===== config.mk =====
export PLATFORM = sky130hd
export DESIGN_NAME = tpoc_top
export DESIGN_NICKNAME = d
export VERILOG_FILES = /design/src/logic/tpoc_pkg.sv /design/src/logic/tpoc_prescaler.sv /design/src/logic/tpoc_top.sv
export SDC_FILE = /design/constraint.sdc
export NUM_CORES = 1
export LEC_CHECK = 0
export ABC_AREA = 1
export BUFFER_PORTS_ARGS = -buffer_cell sky130_fd_sc_hd__buf_2
export CAP_MARGIN = 20
export CORE_ASPECT_RATIO = 1.25
export CORE_MARGIN = 3
export CORE_UTILIZATION = 47
export DETAILED_ROUTE_END_ITERATION = 6
export GPL_ROUTABILITY_DRIVEN = 1
export MAX_ROUTING_LAYER = met4
export PLACE_DENSITY = 0.71
export SYNTH_ARGS = -nofsm -noshare
export SYNTH_HDL_FRONTEND = slang
export SYNTH_SLANG_ARGS = --single-unit

===== constraint.sdc =====
create_clock -name pclk -period 5.2 [get_ports pclk]
set_input_delay 1.56 -clock pclk [delete_from_list [all_inputs] [get_ports pclk]]
set_output_delay 1.56 -clock pclk [all_outputs]
set_load 0.01 [all_outputs]

===== src/logic/tpoc_pkg.sv =====
// constants for the timer pwm output control block
package tpoc_pkg;
	localparam int unsigned TPOC_ADDR_W = 12;
	localparam int unsigned TPOC_DATA_W = 32;
	// register indices; byte address is four times the index
	localparam logic [9:0] TPOC_IDX_CTRL_A = 10'h020;
	localparam logic [9:0] TPOC_IDX_CTRL_B = 10'h021;
	localparam logic [9:0] TPOC_IDX_CTRL_D = 10'h026;
	localparam logic [9:0] TPOC_IDX_CTRL_C = 10'h027;
	localparam logic [7:0] TPOC_CTRL_RESET = 8'h00;
	// timer_ctrl_a fields
	localparam int unsigned TPOC_A_MODE_A = 6;
	localparam int unsigned TPOC_A_MODE_B = 4;
	localparam int unsigned TPOC_A_FORCE_A = 3;
	localparam int unsigned TPOC_A_FORCE_B = 2;
	localparam int unsigned TPOC_A_PWM_A = 1;
	localparam int unsigned TPOC_A_PWM_B = 0;
	// timer_ctrl_b_clocking fields
	localparam int unsigned TPOC_B_INVERT = 7;
	localparam int unsigned TPOC_B_PSR = 6;
	localparam int unsigned TPOC_B_DT_DIV = 4;
	localparam int unsigned TPOC_B_CLK_SEL = 0;
	// timer_ctrl_c_outputs_d fields
	localparam int unsigned TPOC_C_MODE_A_SH = 6;
	localparam int unsigned TPOC_C_MODE_B_SH = 4;
	localparam int unsigned TPOC_C_MODE_D = 2;
	localparam int unsigned TPOC_C_FORCE_D = 1;
	localparam int unsigned TPOC_C_PWM_D = 0;
	// timer_ctrl_d_gen_mode field
	localparam int unsigned TPOC_D_GEN = 0;
	// output-mode codes
	localparam logic [1:0] TPOC_OM_PORT = 2'h0;
	localparam logic [1:0] TPOC_OM_TOGGLE = 2'h1;
	localparam logic [1:0] TPOC_OM_CLEAR = 2'h2;
	localparam logic [1:0] TPOC_OM_SET = 2'h3;
	// generation-mode codes
	localparam logic [1:0] TPOC_GEN_FAST = 2'h0;
	localparam logic [1:0] TPOC_GEN_PFC = 2'h1;
	localparam logic [1:0] TPOC_GEN_PWM6_SINGLE = 2'h2;
	localparam logic [1:0] TPOC_GEN_PWM6_DUAL = 2'h3;
	// prescaler widths and clock-select codes
	localparam int unsigned TPOC_PRE_W = 14;
	localparam int unsigned TPOC_DT_W = 3;
	localparam logic [3:0] TPOC_CS_STOP = 4'h0;
	localparam logic [3:0] TPOC_CS_DIV1 = 4'h1;
endpackage


===== src/logic/tpoc_prescaler.sv =====
// free-running clock-select and dead-time prescalers
`timescale 1ns/1ps
module tpoc_prescaler
	import tpoc_pkg::*;
(
	input wire logic pclk,
	input wire logic presetn,
	input wire logic base_tick,
	input wire logic prescaler_clear,
	input wire logic [3:0] clk_select,
	input wire logic [1:0] deadtime_div,
	output logic timer_tick_ff,
	output logic deadtime_tick_ff
);
	logic [TPOC_PRE_W-1:0] div_cnt_ff;
	logic [TPOC_DT_W-1:0] dt_cnt_ff;
	logic [TPOC_PRE_W-1:0] tap_mask;
	logic [TPOC_DT_W-1:0] dt_mask;
	logic nxt_timer_tick;
	logic nxt_deadtime_tick;

	// mask of low counter bits that must all be one for the selected tap
	always_comb
	begin
		tap_mask = '0;
		if (clk_select > TPOC_CS_DIV1)
		begin
			tap_mask = TPOC_PRE_W'((15'h1 << (clk_select - TPOC_CS_DIV1)) - 15'h1);
		end
		dt_mask = TPOC_DT_W'((4'h1 << deadtime_div) - 4'h1);
		nxt_timer_tick = (clk_select != TPOC_CS_STOP) && base_tick && ((div_cnt_ff & tap_mask) == tap_mask);
		nxt_deadtime_tick = base_tick && ((dt_cnt_ff & dt_mask) == dt_mask);
	end

	// clearing restarts the division; both prescaler counters are zeroed here
	always_ff @(posedge pclk or negedge presetn)
	begin
		if (!presetn)
		begin
			div_cnt_ff <= '0;
			dt_cnt_ff <= '0;
		end
		else if (prescaler_clear)
		begin
			div_cnt_ff <= '0;
			dt_cnt_ff <= '0;
		end
		else if (base_tick)
		begin
			div_cnt_ff <= div_cnt_ff + 1'b1;
			dt_cnt_ff <= dt_cnt_ff + 1'b1;
		end
	end

	always_ff @(posedge pclk or negedge presetn)
	begin
		if (!presetn)
		begin
			timer_tick_ff <= 1'b0;
			deadtime_tick_ff <= 1'b0;
		end
		else
		begin
			timer_tick_ff <= nxt_timer_tick && !prescaler_clear;
			deadtime_tick_ff <= nxt_deadtime_tick && !prescaler_clear;
		end
	end
endmodule


===== src/logic/tpoc_top.sv =====
// apb register file and compare-output waveform logic for the high-speed timer
//
// Functional notes
// - force b ignored while pwm b enabled
// - force b acts like compare match, no interrupt
// - force uses mode written same cycle
// - force b bit always reads zero
// - pwm enables a/b select pwm operation
// - invert bit inverts true and complementary outputs
// - prescaler reset strobe, self clearing, reads zero
// - dead-time prescaler divides by 1/2/4/8
// - clock select stops or divides up to 16384
// - mode a shadow shares storage both ways
// - mode b shadow shares storage both ways
// - nonzero mode d drives pin from compare
// - complement d only pwm with code 01
// - pin driver only when direction bit set
// - normal mode: toggle, clear, set on match
// - fast pwm: clear on match, set at bottom
// - dual slope: clear up-match, set down-match
// - generation mode field selects pwm flavour
// - pwm enable d selects pwm operation
//
// The APB register port was chosen for this implementation.
`timescale 1ns/1ps
module tpoc_top
	import tpoc_pkg::*;
(
	input wire logic pclk,
	input wire logic presetn,
	input wire logic psel,
	input wire logic penable,
	input wire logic pwrite,
	input wire logic [tpoc_pkg::TPOC_ADDR_W-1:0] paddr,
	input wire logic [tpoc_pkg::TPOC_DATA_W-1:0] pwdata,
	output logic pready,
	output logic [tpoc_pkg::TPOC_DATA_W-1:0] prdata,
	output logic pslverr,
	input wire logic async_clock_mode,
	input wire logic fast_peripheral_tick,
	input wire logic compare_match_a,
	input wire logic compare_match_b,
	input wire logic compare_match_d,
	input wire logic count_at_bottom,
	input wire logic count_down,
	input wire logic port_data_a,
	input wire logic port_data_b,
	input wire logic port_data_d,
	input wire logic port_dir_a,
	input wire logic port_dir_b,
	input wire logic port_dir_d,
	output logic waveform_out_a,
	output logic waveform_out_b,
	output logic waveform_out_d,
	output logic compare_pin_a,
	output logic compare_pin_a_comp,
	output logic compare_pin_a_oe_n,
	output logic compare_pin_b,
	output logic compare_pin_b_comp,
	output logic compare_pin_b_oe_n,
	output logic compare_pin_d,
	output logic compare_pin_d_comp,
	output logic compare_pin_d_oe_n,
	output logic timer_tick,
	output logic deadtime_tick
);
	import tpoc_pkg::*;

	logic [1:0] out_mode_a_ff;
	logic [1:0] out_mode_b_ff;
	logic [1:0] out_mode_d_ff;
	logic pwm_enable_a_ff;
	logic pwm_enable_b_ff;
	logic pwm_enable_d_ff;
	logic pwm_invert_ff;
	logic [1:0] deadtime_div_ff;
	logic [3:0] clk_select_ff;
	logic [1:0] gen_mode_ff;
	logic prescaler_reset_strobe_ff;
	logic wave_a_ff;
	logic wave_b_ff;
	logic wave_d_ff;
	logic pready_ff;
	logic pslverr_ff;
	logic [TPOC_DATA_W-1:0] prdata_ff;
	logic pin_a_ff;
	logic pin_a_comp_ff;
	logic pin_a_oe_n_ff;
	logic pin_b_ff;
	logic pin_b_comp_ff;
	logic pin_b_oe_n_ff;
	logic pin_d_ff;
	logic pin_d_comp_ff;
	logic pin_d_oe_n_ff;
	logic [1:0] nxt_out_mode_a;
	logic [1:0] nxt_out_mode_b;
	logic [1:0] nxt_out_mode_d;
	logic setup_phase;
	logic wr_access;
	logic [9:0] reg_idx;
	logic idx_ok;
	logic wr_a;
	logic wr_b;
	logic wr_c;
	logic wr_d;
	logic force_a;
	logic force_b;
	logic force_d;
	logic base_tick;

	// one aligned word per register; misaligned addresses are unmapped
	function automatic logic map_ok(input logic [TPOC_ADDR_W-1:0] addr);
		logic [9:0] idx;
		idx = addr[TPOC_ADDR_W-1:2];
		map_ok = (addr[1:0] == 2'h0) && (idx == TPOC_IDX_CTRL_A || idx == TPOC_IDX_CTRL_B ||
			idx == TPOC_IDX_CTRL_C || idx == TPOC_IDX_CTRL_D);
	endfunction

	// next waveform value for one channel; force acts as a normal-mode match
	function automatic logic wave_next(
		input logic [1:0] mode,
		input logic pwm_on,
		input logic [1:0] gen,
		input logic wave,
		input logic match,
		input logic force_hit,
		input logic bottom,
		input logic down
	);
		logic set_on_match;
		wave_next = wave;
		set_on_match = (mode == TPOC_OM_SET);
		if (mode == TPOC_OM_PORT)
		begin
			wave_next = wave;
		end
		else if (!pwm_on && (match || force_hit))
		begin
			if (mode == TPOC_OM_TOGGLE)
			begin
				wave_next = !wave;
			end
			else
			begin
				wave_next = set_on_match;
			end
		end
		else if (pwm_on && (gen == TPOC_GEN_FAST || gen == TPOC_GEN_PWM6_SINGLE))
		begin
			if (match)
			begin
				wave_next = set_on_match;
			end
			else if (bottom)
			begin
				wave_next = !set_on_match;
			end
		end
		else if (pwm_on && match)
		begin
			wave_next = down ? !set_on_match : set_on_match;
		end
	endfunction

	assign setup_phase = psel && !penable;
	assign wr_access = psel && penable && pready_ff && pwrite;
	assign reg_idx = paddr[TPOC_ADDR_W-1:2];
	assign idx_ok = map_ok(paddr);
	assign wr_a = wr_access && idx_ok && reg_idx == TPOC_IDX_CTRL_A;
	assign wr_b = wr_access && idx_ok && reg_idx == TPOC_IDX_CTRL_B;
	assign wr_c = wr_access && idx_ok && reg_idx == TPOC_IDX_CTRL_C;
	assign wr_d = wr_access && idx_ok && reg_idx == TPOC_IDX_CTRL_D;

	// shared storage: either register location updates the same field
	always_comb
	begin
		nxt_out_mode_a = out_mode_a_ff;
		nxt_out_mode_b = out_mode_b_ff;
		nxt_out_mode_d = out_mode_d_ff;
		if (wr_a)
		begin
			nxt_out_mode_a = pwdata[TPOC_A_MODE_A +: 2];
			nxt_out_mode_b = pwdata[TPOC_A_MODE_B +: 2];
		end
		else if (wr_c)
		begin
			nxt_out_mode_a = pwdata[TPOC_C_MODE_A_SH +: 2];
			nxt_out_mode_b = pwdata[TPOC_C_MODE_B_SH +: 2];
		end
		if (wr_c)
		begin
			nxt_out_mode_d = pwdata[TPOC_C_MODE_D +: 2];
		end
	end

	// force strobes are never stored, only qualified by the non-pwm state
	assign force_a = wr_a && pwdata[TPOC_A_FORCE_A] && !pwm_enable_a_ff;
	assign force_b = wr_a && pwdata[TPOC_A_FORCE_B] && !pwm_enable_b_ff;
	assign force_d = wr_c && pwdata[TPOC_C_FORCE_D] && !pwm_enable_d_ff;

	always_ff @(posedge pclk or negedge presetn)
	begin
		if (!presetn)
		begin
			out_mode_a_ff <= TPOC_CTRL_RESET[1:0];
			out_mode_b_ff <= TPOC_CTRL_RESET[1:0];
			out_mode_d_ff <= TPOC_CTRL_RESET[1:0];
		end
		else
		begin
			out_mode_a_ff <= nxt_out_mode_a;
			out_mode_b_ff <= nxt_out_mode_b;
			out_mode_d_ff <= nxt_out_mode_d;
		end
	end

	always_ff @(posedge pclk or negedge presetn)
	begin
		if (!presetn)
		begin
			pwm_enable_a_ff <= TPOC_CTRL_RESET[TPOC_A_PWM_A];
			pwm_enable_b_ff <= TPOC_CTRL_RESET[TPOC_A_PWM_B];
			pwm_enable_d_ff <= TPOC_CTRL_RESET[TPOC_C_PWM_D];
			gen_mode_ff <= TPOC_CTRL_RESET[1:0];
		end
		else
		begin
			if (wr_a)
			begin
				pwm_enable_a_ff <= pwdata[TPOC_A_PWM_A];
				pwm_enable_b_ff <= pwdata[TPOC_A_PWM_B];
			end
			if (wr_c)
			begin
				pwm_enable_d_ff <= pwdata[TPOC_C_PWM_D];
			end
			if (wr_d)
			begin
				gen_mode_ff <= pwdata[TPOC_D_GEN +: 2];
			end
		end
	end

	always_ff @(posedge pclk or negedge presetn)
	begin
		if (!presetn)
		begin
			pwm_invert_ff <= TPOC_CTRL_RESET[TPOC_B_INVERT];
			deadtime_div_ff <= TPOC_CTRL_RESET[1:0];
			clk_select_ff <= TPOC_CTRL_RESET[3:0];
			prescaler_reset_strobe_ff <= 1'b0;
		end
		else
		begin
			// hardware drops the strobe after one cycle; writing zero does nothing
			prescaler_reset_strobe_ff <= wr_b && pwdata[TPOC_B_PSR];
			if (wr_b)
			begin
				pwm_invert_ff <= pwdata[TPOC_B_INVERT];
				deadtime_div_ff <= pwdata[TPOC_B_DT_DIV +: 2];
				clk_select_ff <= pwdata[TPOC_B_CLK_SEL +: 4];
			end
		end
	end

	// waveform registers; pwm mode is the per-channel enable
	always_ff @(posedge pclk or negedge presetn)
	begin
		if (!presetn)
		begin
			wave_a_ff <= 1'b0;
			wave_b_ff <= 1'b0;
			wave_d_ff <= 1'b0;
		end
		else
		begin
			wave_a_ff <= wave_next(nxt_out_mode_a, pwm_enable_a_ff, gen_mode_ff, wave_a_ff,
				compare_match_a, force_a, count_at_bottom, count_down);
			wave_b_ff <= wave_next(nxt_out_mode_b, pwm_enable_b_ff, gen_mode_ff, wave_b_ff,
				compare_match_b, force_b, count_at_bottom, count_down);
			wave_d_ff <= wave_next(nxt_out_mode_d, pwm_enable_d_ff, gen_mode_ff, wave_d_ff,
				compare_match_d, force_d, count_at_bottom, count_down);
		end
	end

	// pins lag the waveform by one cycle so every output leaves a flip-flop
	always_ff @(posedge pclk or negedge presetn)
	begin
		if (!presetn)
		begin
			pin_a_ff <= 1'b0;
			pin_a_comp_ff <= 1'b0;
			pin_a_oe_n_ff <= 1'b1;
			pin_b_ff <= 1'b0;
			pin_b_comp_ff <= 1'b0;
			pin_b_oe_n_ff <= 1'b1;
			pin_d_ff <= 1'b0;
			pin_d_comp_ff <= 1'b0;
			pin_d_oe_n_ff <= 1'b1;
		end
		else
		begin
			pin_a_ff <= (out_mode_a_ff != TPOC_OM_PORT) ? (wave_a_ff ^ pwm_invert_ff) : port_data_a;
			pin_a_comp_ff <= (pwm_enable_a_ff && out_mode_a_ff == TPOC_OM_TOGGLE) ?
				(!wave_a_ff ^ pwm_invert_ff) : port_data_a;
			pin_a_oe_n_ff <= !port_dir_a;
			pin_b_ff <= (out_mode_b_ff != TPOC_OM_PORT) ? (wave_b_ff ^ pwm_invert_ff) : port_data_b;
			pin_b_comp_ff <= (pwm_enable_b_ff && out_mode_b_ff == TPOC_OM_TOGGLE) ?
				(!wave_b_ff ^ pwm_invert_ff) : port_data_b;
			pin_b_oe_n_ff <= !port_dir_b;
			pin_d_ff <= (out_mode_d_ff != TPOC_OM_PORT) ? (wave_d_ff ^ pwm_invert_ff) : port_data_d;
			pin_d_comp_ff <= (pwm_enable_d_ff && out_mode_d_ff == TPOC_OM_TOGGLE) ?
				(!wave_d_ff ^ pwm_invert_ff) : port_data_d;
			pin_d_oe_n_ff <= !port_dir_d;
		end
	end

	// zero-wait slave: read data and error are prepared in the setup cycle
	always_ff @(posedge pclk or negedge presetn)
	begin
		if (!presetn)
		begin
			pready_ff <= 1'b0;
			pslverr_ff <= 1'b0;
			prdata_ff <= '0;
		end
		else
		begin
			pready_ff <= setup_phase;
			pslverr_ff <= setup_phase && !idx_ok;
			prdata_ff <= '0;
			if (setup_phase && !pwrite && idx_ok)
			begin
				if (reg_idx == TPOC_IDX_CTRL_A)
				begin
					prdata_ff[7:0] <= {out_mode_a_ff, out_mode_b_ff, 2'h0, pwm_enable_a_ff, pwm_enable_b_ff};
				end
				else if (reg_idx == TPOC_IDX_CTRL_B)
				begin
					prdata_ff[7:0] <= {pwm_invert_ff, 1'b0, deadtime_div_ff, clk_select_ff};
				end
				else if (reg_idx == TPOC_IDX_CTRL_C)
				begin
					prdata_ff[7:0] <= {out_mode_a_ff, out_mode_b_ff, out_mode_d_ff, 1'b0, pwm_enable_d_ff};
				end
				else
				begin
					prdata_ff[7:0] <= {6'h00, gen_mode_ff};
				end
			end
		end
	end

	// system clock ticks every cycle; the fast timebase arrives as an enable
	assign base_tick = async_clock_mode ? fast_peripheral_tick : 1'b1;

	tpoc_prescaler u_prescaler
	(
		.pclk(pclk),
		.presetn(presetn),
		.base_tick(base_tick),
		.prescaler_clear(prescaler_reset_strobe_ff),
		.clk_select(clk_select_ff),
		.deadtime_div(deadtime_div_ff),
		.timer_tick_ff(timer_tick),
		.deadtime_tick_ff(deadtime_tick)
	);

	assign pready = pready_ff;
	assign pslverr = pslverr_ff;
	assign prdata = prdata_ff;
	assign waveform_out_a = wave_a_ff;
	assign waveform_out_b = wave_b_ff;
	assign waveform_out_d = wave_d_ff;
	assign compare_pin_a = pin_a_ff;
	assign compare_pin_a_comp = pin_a_comp_ff;
	assign compare_pin_a_oe_n = pin_a_oe_n_ff;
	assign compare_pin_b = pin_b_ff;
	assign compare_pin_b_comp = pin_b_comp_ff;
	assign compare_pin_b_oe_n = pin_b_oe_n_ff;
	assign compare_pin_d = pin_d_ff;
	assign compare_pin_d_comp = pin_d_comp_ff;
	assign compare_pin_d_oe_n = pin_d_oe_n_ff;
endmodule

* Yosys cells after proc, flatten, opt, wreduce, memory -nomap -nowiden *
Cells that the tools add are included.

storage, ports and cells
  bits in registers = 60
  output and inout port bits = 48
  input bits = 62
  logic and storage cells = 186

operators by class
  bitwise gates (word level) = 11
  muxes and demuxes = 42
  add/sub/neg operators = 5
  equality and inequality tests = 19
  reduce and logical (&&, ||, !) cells = 76
  shift-type cells = 2
  magnitude comparators = 1

operators by type and width
  kind                                                            number
  two-way mux 14 bit                                              3
  == test 10 x 6 -> 1 bit (second input constant)                 4
  logical AND 1 bit                                               37
  two-way mux 8 bit                                               4
  two-way mux 1 bit                                               28
  zero test 1 bit                                                 16
  adder 14 x 1 -> 14 bit (second input constant)                  1
  bitwise AND 14 bit                                              1
  == test 14 bit                                                  1
  << shifter 1 x 4 -> 14 bit (first input constant)               1
  subtractor 14 x 1 -> 14 bit (second input constant)             1
  == test 2 x 1 -> 1 bit (second input constant)                  6
  inequality test 4 bit (second input constant)                   3
  zero test 2 bit                                                 5
  two-way mux 2 bit                                               5
  AND reduction 3 bit                                             3
  nonzero test 3 bit                                              3
  == test 2 bit (second input constant)                           4
  nonzero test 2 bit                                              4
  logical OR 1 bit                                                7
  two-way mux 3 bit                                               2
  XOR 1 bit                                                       6
  greater-than comparator 4 x 1 -> 1 bit (second input constant)  1
  nonzero test 4 bit                                              1
  7 further kinds                                                 9

* Longest topological paths before layout *
Gate-level depths: netlist (run 1).

  depth after elaboration = 15
  gate-level depth with buffers = 16
  mapped depth without buffers = 16

* Hierarchy *
Synthesis (run 1) repeated with hierarchy kept, for this count alone.

second synthesis, totals
  cells, all modules = 500
  area total of the unflattened synthesis = 3,737.3 µm²

by module, submodules not included
  module          cells an instance  area each (µm²)  times used  sequential area each (µm²)
  tpoc_top        298                2,399.8          1           1,029.7
  tpoc_prescaler  202                1,337.5          1           475.5

* Worst setup path before layout (run 1) *
No wires, ideal clock.

  kind = input to register
  start = in paddr[6] in the netlist's numbering
  end = reg wave_d_ff (netlist: waveform_out_d)
  arrival time = 2.803 ns
  slack = 2.281 ns
  buffers on the path = 0
  stages = 13
  setup time = 0.116 ns
  required time = 5.084 ns
  path through = inv_1 > nand2_1 > nor2_4 > nand3_1 > inv_1 > nand4_4 > nand2_1 > nand2_2 > or2_1 > nand2_1 > nor2_1 > nand2_1 > nand2_1

on the way
  word-level cells in the longest chain between the ends = 14
  elaborated cells between the ends (all ways) = 30
  those cells by class = eq/ne: 7; mux: 8; bitwise: 1; reduce/logical: 14

RTL lines
  element                               line                              text
  start: declaration                    tpoc_top.sv:34                    input wire logic [tpoc_pkg::TPOC_ADDR_W-1:0] paddr,
  == test 10 x 6 -> 1 bit               tpoc_top.sv:115                   map_ok = (addr[1:0] == 2'h0) && (idx == TPOC_IDX_CTRL_A || idx == TPOC_IDX_CTRL_B ||
  logical OR 1 bit (2 in series)        tpoc_top.sv:115
  logical OR 1 bit                      tpoc_top.sv:116                   idx == TPOC_IDX_CTRL_C || idx == TPOC_IDX_CTRL_D);
  logical AND 1 bit                     tpoc_top.sv:115
  logical AND 1 bit                     tpoc_top.sv:171                   assign wr_c = wr_access && idx_ok && reg_idx == TPOC_IDX_CTRL_C;
  logical AND 1 bit *                   tpoc_top.sv:171
  two-way mux 2 bit *                   tpoc_top.sv:190                   if (wr_c)
  via nxt_out_mode_d[1]                 tpoc_top.sv:97                    logic [1:0] nxt_out_mode_d;
  == test 2 bit                         tpoc_top.sv:132                   set_on_match = (mode == TPOC_OM_SET);
  zero test 1 bit                       tpoc_top.sv:156, tpoc_top.sv:161
  two-way mux 1 bit (on tied branches)  tpoc_top.sv:161, tpoc_top.sv:154
  two-way mux 1 bit (on tied branches)  tpoc_top.sv:159, tpoc_top.sv:150
  two-way mux 1 bit                     tpoc_top.sv:148                   else if (pwm_on && (gen == TPOC_GEN_FAST || gen == TPOC_GEN_PWM6_SINGLE))
  two-way mux 1 bit                     tpoc_top.sv:137                   else if (!pwm_on && (match || force_hit))
  end signal: assignment                tpoc_top.sv:281                   wave_d_ff <= wave_next(nxt_out_mode_d, pwm_enable_d_ff, gen_mode_ff, wave_d_ff,
  end: declaration                      tpoc_top.sv:82                    logic wave_d_ff;

The timed path passes the listed nets; every way through them passes the cells marked *. The select of a mux whose other input is x is not followed.
A chain may end at the register's enable or synchronous reset.

* Final worst setup path (run 1) *
  start = in paddr[11] in the netlist's numbering
  end = reg pwm_invert_ff

on the way
  word-level cells in the longest chain between the ends = 7
  elaborated cells between the ends (all ways) = 10
  those cells by class = eq/ne: 4; reduce/logical: 6

RTL lines
  element                                     line                              text
  == test 10 x 6 -> 1 bit (on tied branches)  tpoc_top.sv:115, tpoc_top.sv:170
  logical OR 1 bit (2 in series)              tpoc_top.sv:115
  logical OR 1 bit                            tpoc_top.sv:116
  logical AND 1 bit                           tpoc_top.sv:115
  logical AND 1 bit                           tpoc_top.sv:170                   assign wr_b = wr_access && idx_ok && reg_idx == TPOC_IDX_CTRL_B;
  logical AND 1 bit *                         tpoc_top.sv:170
  end signal: assignment                      tpoc_top.sv:248                   pwm_invert_ff <= TPOC_CTRL_RESET[TPOC_B_INVERT];
  end signal: assignment                      tpoc_top.sv:259                   pwm_invert_ff <= pwdata[TPOC_B_INVERT];
  end: declaration                            tpoc_top.sv:75                    logic pwm_invert_ff;

Mark *: on every way between the ends. The rest lies on a longest branch, timed or not.

==> results of run 1 <==
[area by class of cell]
cell class	count	share of cell area, %
Multi-Input combinational cell	342	42.4
Clock inverter	4	1.77
Tap cell	92	2.77
Inverter	65	5.89
Sequential cell	60	36.2
Clock buffer	12	3.49
Timing Repair Buffer	62	7.52
[power by group]
group / switching (mW) / leakage [nW] / total, mW / internal, mW
registers: 0.0463 / 0.730 / 0.559 / 0.513
clock network: 0.189 / 0.111 / 0.473 / 0.283
logic: 0.106 / 1.28 / 0.178 / 0.0726
total: 0.341 / 2.12 / 1.21 / 0.869
[logic make-up after synthesis]
| group | share of synthesized area (%) |
|---|---|
| other | 0.104 |
| muxes | 1.55 |
| xor gates and xnor gates | 0.726 |
| and+or+nand+nor | 28.1 |
| DFF | 41.6 |
| AOI/OAI and AO/OA | 13.4 |
| adders and majority gates | 2.42 |
| buffers and inverters | 12.1 |
[synthesized netlist by cell type (3+ instances only)]
master,number,area (um2)
nand2_1,95,357
mux2_2,5,56.3
xnor2_1,3,26.3
nor3_1,11,55.1
ha_1,7,87.6
inv_1,61,229
nor2_1,47,176
dfstp_2,3,78.8
o21ai_0,35,175
a21oi_1,31,155
buf_4,24,180
nand3b_1,6,45.0
nand2_2,6,37.5
nor2_4,3,33.8
nand4_1,3,18.8
o211ai_1,3,22.5
nor4_1,3,18.8
dfrtp_1,57,1430
nand3_1,30,150
[metal layers]
layer  part of all wire (%)  GRT usage, %  wire length, um
met5                      0             -                0
met4                    3.5          11.5              295
met3                    4.4          3.57              363
met2                     53          34.4             4410
met1                     39          21.7             3250
[sequential cells by signal, summed over array words and instances, names as in the netlist, 3 cells and up]
register,count
u_prescaler.div_cnt_ff,14
prdata,8
clk_select_ff,4
u_prescaler.dt_cnt_ff,3
[worst reg2reg max path: stages (launching register included)]
cell      delay (ns)
dfrtp_1         0.49
nor2_1          0.26
inv_1           0.11
nor2_1          0.15
inv_1           0.06
ha_1            0.19
nand2_1         0.13
a21oi_1         0.07
or2_2           0.28
nand3_1         0.07
nand3b_1        0.07
nor2_1          0.10
nand3_1         0.10
a21oi_1         0.20
[final timing paths]
| path | from | to | slack [ns] | cells after the start |
|---|---|---|---|---|
| worst max-delay path | paddr[11] | pwm_invert_ff | 2.00 | 9 |
| worst min-delay path | u_prescaler.div_cnt_ff[13] | u_prescaler.div_cnt_ff[13] | 0.49 | 1 |
| worst max register to register | clk_select_ff[3] | u_prescaler.timer_tick_ff | 2.86 | 13 |
| worst min register to register | u_prescaler.div_cnt_ff[13] | u_prescaler.div_cnt_ff[13] | 0.49 | 1 |
| max in group asynchronous | presetn | prdata[2] | 3.12 | 2 |
| min in group asynchronous | presetn | u_prescaler.div_cnt_ff[5] | 1.23 | 1 |
[stage by stage]
step                      instance area, um2  hold slack, ns  utilization [%]  setup WS, ns
after CTS                               4160           0.486             55.9          2.01
final                                   4160           0.491             55.9          2.00
after detailed placement                3940           0.467             52.9          1.63
after global placement                  3940           0.464             52.9          1.70
after global routing                    4160           0.522             55.9          1.88
after floorplan                         3710           0.434                -          2.28
==> summary.txt, run 1 <==
Global routing
  – Pin count of the biggest net entering global routing: 32
  – Gr ovfl total: 0
  – GRT Overall Usage: 20.1%
  – First-pass GRT wire length: 14,100 um
  – Vias in the first global route: 3,271
  – Initial antenna violation count: 0

Floorplan
  – Chip Width: 84.5 um
  – Die area: 8800 um2
  – I/O pins: 110
  – Starting Density: 48.6%
  – Die height: 104 um
  – Placeable Area: 7440 um2
  – Num rows: 35

Layout
  – Register area: 1510 um2
  – Area taken by multi-input logic gates: 1760 um2
  – Non-Filler Instances: 637
  – Most common cell after layout, fill and taps aside: nand2_1
  – Final net count: 609
  – Most frequent cells in the layout: nand2_1, inv_1, buf_2
  – # fillers: 765
  – ANT cells: 0
  – Area growth syn-to-layout: 14.9%
  – Layout cell share with drive strength beyond 1: 19.6%

Place
  – Cells after DPL: 621
  – Port Buffer Count: 61
  – Placer Congestion: 0.882
  – Post-DP HPWL: 6550 um

STA
  – Minimum clock period: 3.20 ns
  – Setup Skew: 0.0111 ns
  – Pins over their slew limit: 0
  – Setup_tns: 0 ns
  – Rel. slew slack: 50.8%
  – Final hold viol count: 0
  – Tcrit/Tclk final: 61.5%
  – Tightest Pin Transition: 0.735 ns
  – Unrepaired setup endpoints after global routing: false
  – FMAX: 312 MHz
  – # setup viols final: 0

Synthesis
  – Avg Synthesized Cell Area: 7.69 um2
  – Number of synthesized flops with an enable pin: 0
  – Register bit count reported by yosys: 60
  – Unique cell type count in the Yosys netlist: 48
  – Synthesized area: 3620 um2
  – YS warnings: 0
  – Post-synthesis sequential area ratio: 41.6%
  – Synth async-reset ratio: 100%
  – Primary FF master, synth: dfrtp_1
  – Cells after synthesis: 471

Clock network
  – Bufs on Longest Clock Path: 2
  – Hold Buf Count CTS: 0
  – CTS tree: built
  – Insertion delay to the later sink of the worst-skew pair: 0.35 ns
  – CTS clk-pin slew, worst paths: 0.07 ns
  – TritonCTS buffer count: 9
  – H-tree depth: 3
  – Postcts setup bufs: 0
  – Clk sinks: 60
  – # resized after CTS: 0
  – Clock Tree Root: clkbuf_8

Setup path
  – Slowest stage cell, crit path: nor2_1
  – Req. time, crit path: 5.43 ns
  – CP peak stage delay: 0.61 ns
  – Cell family with most CP delay: simple AND/OR/NAND/NOR gates
  – Worst path cell trace: buf_2 -> nor2_4 -> inv_2 -> nor2_1 -> nand2_1 -> nand2_4 -> nand3_4 -> nor2_1 -> mux2_2
  – Worst Path Buf+Inv: 2
  – Max FO, Critical Path: 13
  – Crit path DAT: 3.43 ns
  – Most numerous cell on the critical path: nor2_1
  – CP Class: in2reg
  – CP startpoint kind: input pin
  – Crit. End Element: flop

Power
  – P_leak: 2.12 nW
  – Final Power: 1.21 mW
  – VDD IR max: 0.147 mV
  – Power per Cell Area: 291 nW/um2

Run status
  – Status: completed

Routing
  – Vias/cell: 5.12
  – Drt initial violations: 170
  – DRT Pass-1 Iters: 5
  – Residual DRC: 0
  – WL final: 8330 um
  – DR vias: 3,261
  – Post-DR wirelength/cell: 13.1 um
  – Antenna Nets Post-Route: 0

Flow run
  – Number of max-cap violations: 0

Worst hold path
  – Hold WC Path Type: reg2reg
Power figures use the tool's default switching activity.
==> run 2: changes to the inputs <==
- clock period: 5.2 -> 3.2 ns (I/O delays scaled with it)
==> run 2 against run 1 <==
Net effect: worst hold slack lost 0.022 ns; core utilization is 0.17 points higher; critical path depth up 1; largest power group unchanged; clock skew down 0.00097 ns; non-clock buffer count is 2 higher; global-route usage fell by 0.24 points.
==> summary.txt, run 2 (same netlist as run 1, synthesis figures left out) <==
STA
  – # setup viols final: 0
  – Pins over their slew limit: 0
  – Rel. slew slack: 60.3%
  – Setup Skew: 0.0101 ns
  – Tcrit/Tclk final: 72.8%
  – Unrepaired setup endpoints after global routing: false
  – Final hold viol count: 0
  – FMAX: 430 MHz
  – Minimum clock period: 2.33 ns
  – Setup_tns: 0 ns
  – Tightest Pin Transition: 0.590 ns

Global routing
  – GRT Overall Usage: 19.9%
  – Vias in the first global route: 3,058
  – Gr ovfl total: 0
  – Initial antenna violation count: 0
  – First-pass GRT wire length: 13,700 um
  – Pin count of the biggest net entering global routing: 30

Setup path
  – Most numerous cell on the critical path: inv_1
  – Worst path cell trace: buf_2 -> inv_1 -> nand2_1 -> nor2_4 -> inv_1 -> nor3_1 -> nand2_1 -> inv_1 -> o22ai_1 -> a211oi_1
  – Req. time, crit path: 3.41 ns
  – Max FO, Critical Path: 7
  – CP peak stage delay: 0.36 ns
  – CP Class: in2reg
  – Slowest stage cell, crit path: a211oi_1
  – Cell family with most CP delay: simple AND/OR/NAND/NOR gates
  – Crit path launch: paddr[6]
  – Crit. End Element: flop
  – Crit path DAT: 2.53 ns
  – Reg2Reg Launch Point: clk_select_ff[3]
  – Worst Path Buf+Inv: 4
  – CP startpoint kind: input pin

Floorplan
  – Num rows: 35
  – Die height: 104 um
  – Starting Density: 48.6%
  – Die area: 8800 um2
  – I/O pins: 110
  – Chip Width: 84.5 um
  – Placeable Area: 7440 um2

Clock network
  – TritonCTS buffer count: 9
  – # resized after CTS: 0
  – CTS clk-pin slew, worst paths: 0.07 ns
  – Clock Tree Root: clkbuf_8
  – Postcts setup bufs: 0
  – CTS tree: built
  – Bufs on Longest Clock Path: 2
  – Clk sinks: 60
  – Hold Buf Count CTS: 0
  – Insertion delay to the later sink of the worst-skew pair: 0.35 ns
  – H-tree depth: 3

Routing
  – DRT Pass-1 Iters: 4
  – Antenna Nets Post-Route: 0
  – Drt initial violations: 188
  – Post-DR wirelength/cell: 13.1 um
  – WL final: 8370 um
  – DR vias: 3,238
  – Vias/cell: 5.07
  – Residual DRC: 0

Place
  – Post-DP HPWL: 6520 um
  – Port Buffer Count: 61
  – Placer Congestion: 0.872

Power
  – VDD IR max: 0.279 mV
  – Power per Cell Area: 467 nW/um2
  – P_leak: 2.13 nW

Layout
  – ANT cells: 0
  – Area growth syn-to-layout: 15.2%
  – Layout cell share with drive strength beyond 1: 20.1%
  – Post-layout util: 56.1%
  – Most common cell after layout, fill and taps aside: nand2_1
  – Largest reg by FF count: u_prescaler.div_cnt_ff
  – Final net count: 611
  – Flip-flop count of the largest register after layout: 14
  – # fillers: 726
  – Most frequent cells in the layout: nand2_1, inv_1, buf_2

Worst hold path
  – Hold WC Path Type: in2async

Flow run
  – Number of max-cap violations: 0

Run status
  – Status: completed
[run 2: cell types whose count changed in the layout (fill, tap and decap cells not counted)]
cell        previous run  this run
clkbuf_8              10         9
buf_4                  1         3
clkbuf_1               2         1
clkinvlp_4             0         2
[run 2: layout make-up]
class,count,area [um2],share of cell area [%]
sequential,60,1510,36.1
multi-input combinational,342,1760,42.2
clock buffer,10,128,3.06
inverter,65,245,5.88
clock inverter,6,88.8,2.13
tap,92,115,2.76
timing repair buffer,64,328,7.86
[run 2: final timing paths]
path | endpoint | slack (ns) | cells after the start
max | prdata[0] | 0.87 | 10
min | compare_pin_d_comp | 0.47 | 1
max reg2reg | u_prescaler.timer_tick_ff | 0.89 | 13
min reg2reg | u_prescaler.div_cnt_ff[13] | 0.48 | 1
max in group asynchronous | compare_pin_a_oe_n | 2.06 | 2
min in group pclk | u_prescaler.div_cnt_ff[13] | 0.48 | 1
[run 2: per-stage QoR]
stage               hold slack (ns)  instances  setup WS [ns]  total power [mW]  instance area (um2)
floorplan                     0.434        494          0.881              1.12                 3710
global placement              0.463        623          0.624              1.20                 3960
detailed placement            0.470        623          0.557              1.21                 3960
CTS                           0.459        639          0.875              1.97                 4170
global route                  0.466        639          0.680              2.06                 4170
finish                        0.469        639          0.872              1.95                 4170
[run 2: layer usage]
layer / track usage [%] / vias to the layer above / wire length (um)
met4: 6.56 / 0 / 91
met1: 21.6 / 1506 / 3300
met2: 35.0 / 77 / 4550
met5: - / - / 0
li1: - / 1644 / -
met3: 5.15 / 11 / 432
[run 2: power breakdown]
group          total, mW  internal (mW)  switching (mW)
Combinational      0.293          0.119           0.174
Sequential         0.911          0.834          0.0776
Clock              0.746          0.438           0.308
Total               1.95           1.39           0.560
==> run 3: changes to the inputs <==
- PLACE_DENSITY: 0.71 -> 0.74
- clock period: 3.2 -> 2.1 ns (I/O delays scaled with it)
==> run 3 against run 2 <==
Net effect: core utilization up 2.7 points; clock power up 39%; cell area increased by 4.8%; clock skew shrank 0.00089 ns; critical endpoint is now waveform_out_b; non-clock buffer count increased by 23; flip-flop and latch count stayed put; cell count rose by 3.6%; combinational power increased by 53%; die area unchanged; first-iteration DRC count decreased by 4.8%.
==> summary.txt, run 3 (same netlist as run 1, synthesis figures left out) <==
Run status
  – Status: completed

Clock network
  – Clock Tree Root: clkbuf_8
  – Insertion delay to the later sink of the worst-skew pair: 0.35 ns
  – H-tree depth: 3
  – Hold Buf Count CTS: 0
  – CTS tree: built
  – TritonCTS buffer count: 9
  – Bufs on Longest Clock Path: 2
  – CTS clk-pin slew, worst paths: 0.07 ns
  – Clk sinks: 60

Layout
  – Largest reg by FF count: u_prescaler.div_cnt_ff
  – Flip-flop count of the largest register after layout: 14
  – Post-layout util: 58.8%
  – Final net count: 634
  – Layout cell share with drive strength beyond 1: 25.1%
  – ANT cells: 0
  – Final design area excluding fillers: 4370 um2
  – Most frequent cells in the layout: nand2_1, buf_2, inv_1
  – Area growth syn-to-layout: 20.8%
  – Non-Filler Instances: 662
  – Most common cell after layout, fill and taps aside: nand2_1

Global routing
  – Gr ovfl total: 0
  – GR met3 Demand/Resource: 3.88%
  – Gr busiest metal: met2
  – GRT Overall Usage: 20.1%
  – Initial antenna violation count: 0
  – Pin count of the biggest net entering global routing: 61
  – Met1 usage: 20.7%
  – First-pass GRT wire length: 14,000 um
  – Vias in the first global route: 3,236
  – M2 GR Usage: 35.7%

Setup path
  – Slowest stage cell, crit path: nand3_1
  – Most numerous cell on the critical path: nand2_1
  – CP peak stage delay: 0.20 ns
  – CP Class: in2reg
  – Crit. End Element: flop
  – CP startpoint kind: input pin
  – Crit path DAT: 2.16 ns
  – Req. time, crit path: 2.34 ns
  – Max FO, Critical Path: 5
  – Worst Path Buf+Inv: 4
  – Worst R2R Path Depth: 12
  – Worst path cell trace: buf_2 -> nor2_4 -> inv_2 -> nor2_1 -> nand3_1 -> nand2_4 -> inv_2 -> nor2_4 -> nand2_1 -> nand2_2 -> inv_1 -> nand2_1 -> nand2_1 -> nor2_1 -> a21oi_1
  – WP depth: 15
  – Cell family with most CP delay: simple AND/OR/NAND/NOR gates

Place
  – Port Buffer Count: 61
  – Placer Congestion: 0.886
  – Post-Place Cell Area: 4130 um2
  – Post-DP HPWL: 6510 um
  – Cells after DPL: 644

Routing
  – Post-DR wirelength/cell: 12.5 um
  – WL final: 8300 um
  – Antenna Nets Post-Route: 0
  – DR vias: 3,303
  – Drt initial violations: 179
  – Residual DRC: 0
  – DRT Pass-1 Iters: 5
  – Vias/cell: 4.99

STA
  – Setup Skew: 0.00920 ns
  – Minimum clock period: 1.91 ns
  – Pins over their slew limit: 0
  – Rel. slew slack: 66.0%
  – Tightest Pin Transition: 0.505 ns
  – # setup viols final: 0
  – Final hold viol count: 0
  – Unrepaired setup endpoints after global routing: false
  – FMAX: 523 MHz
  – Tcrit/Tclk final: 91.1%

Flow run
  – Number of max-cap violations: 0

Floorplan
  – Placeable Area: 7440 um2
  – Chip Width: 84.5 um
  – I/O pins: 110
  – Starting Density: 48.6%
  – Die height: 104 um
  – Die area: 8800 um2
  – Num rows: 35

Worst hold path
  – Hold WC Path Type: in2async

Power
  – P_leak: 2.24 nW
  – VDD IR max: 0.331 mV
  – Power per Cell Area: 659 nW/um2
## run 3: cell types whose count changed in the layout (fill, tap and decap cells not counted), moves of 2 or more
cell     before  now
nor2_2        2    6
nor2_1       47   43
nand2_1      95   93
nand2_2       6    8
buf_4         3   25
## run 3: repair_timing
item,CTS,global route
gates resized for setup,0,13
hold endpoints to repair,0,0
endpoints found under the setup margin,0,2
setup buffers,0,2
## run 3: path summary, 6_finish.rpt
| check | startpoint | slack [ns] | to |
|---|---|---|---|
| worst max-delay path | paddr[11] | 0.19 | waveform_out_b |
| worst min-delay path | presetn | 0.27 | u_prescaler.div_cnt_ff[12] |
| worst max register to register | clk_select_ff[2] | 0.19 | u_prescaler.timer_tick_ff |
| worst min register to register | u_prescaler.div_cnt_ff[13] | 0.49 | u_prescaler.div_cnt_ff[13] |
| max in group asynchronous | presetn | 1.51 | compare_pin_b_oe_n |
| min in group pclk | port_dir_b | 0.39 | compare_pin_b_oe_n |
## run 3: final cells by class
type / count / area, um2
clock inverters: 5 / 52.6
repair buffers: 87 / 513
inverters: 65 / 250
flip-flops and latches: 60 / 1510
well taps: 92 / 115
multi-input cells: 342 / 1800
clock buffers: 11 / 141
fillers: 701 / 3070
## run 3: power by group
group / internal (mW) / switching, mW / leakage [nW]
registers: 1.27 / 0.117 / 0.730
clock network: 0.574 / 0.470 / 0.0991
logic: 0.190 / 0.259 / 1.41
total: 2.03 / 0.846 / 2.24
## run 3: metrics by stage
step | hold WS, ns | setup slack, ns | TNS, ns | power [mW]
5_1_grt | 0.306 | 0.00212 | 0 | 3.03
3_3_place_gp | 0.482 | -0.0865 | -0.291 | 1.83
2_1_floorplan | 0.334 | 0.0791 | 0 | 1.71
4_1_cts | 0.287 | 0.0551 | 0 | 2.90
3_5_place_dp | 0.486 | -0.154 | -0.506 | 1.86
6_report | 0.272 | 0.187 | 0 | 2.88
## run 3: routing by layer
metal / up-vias / share of wire, % / wire length [um]
met3: 20 / 3.9 / 326
met2: 64 / 54 / 4520
met1: 1537 / 39 / 3210
met4: 0 / 3.0 / 251
met5: - / 0 / 0
li1: 1682 / - / -
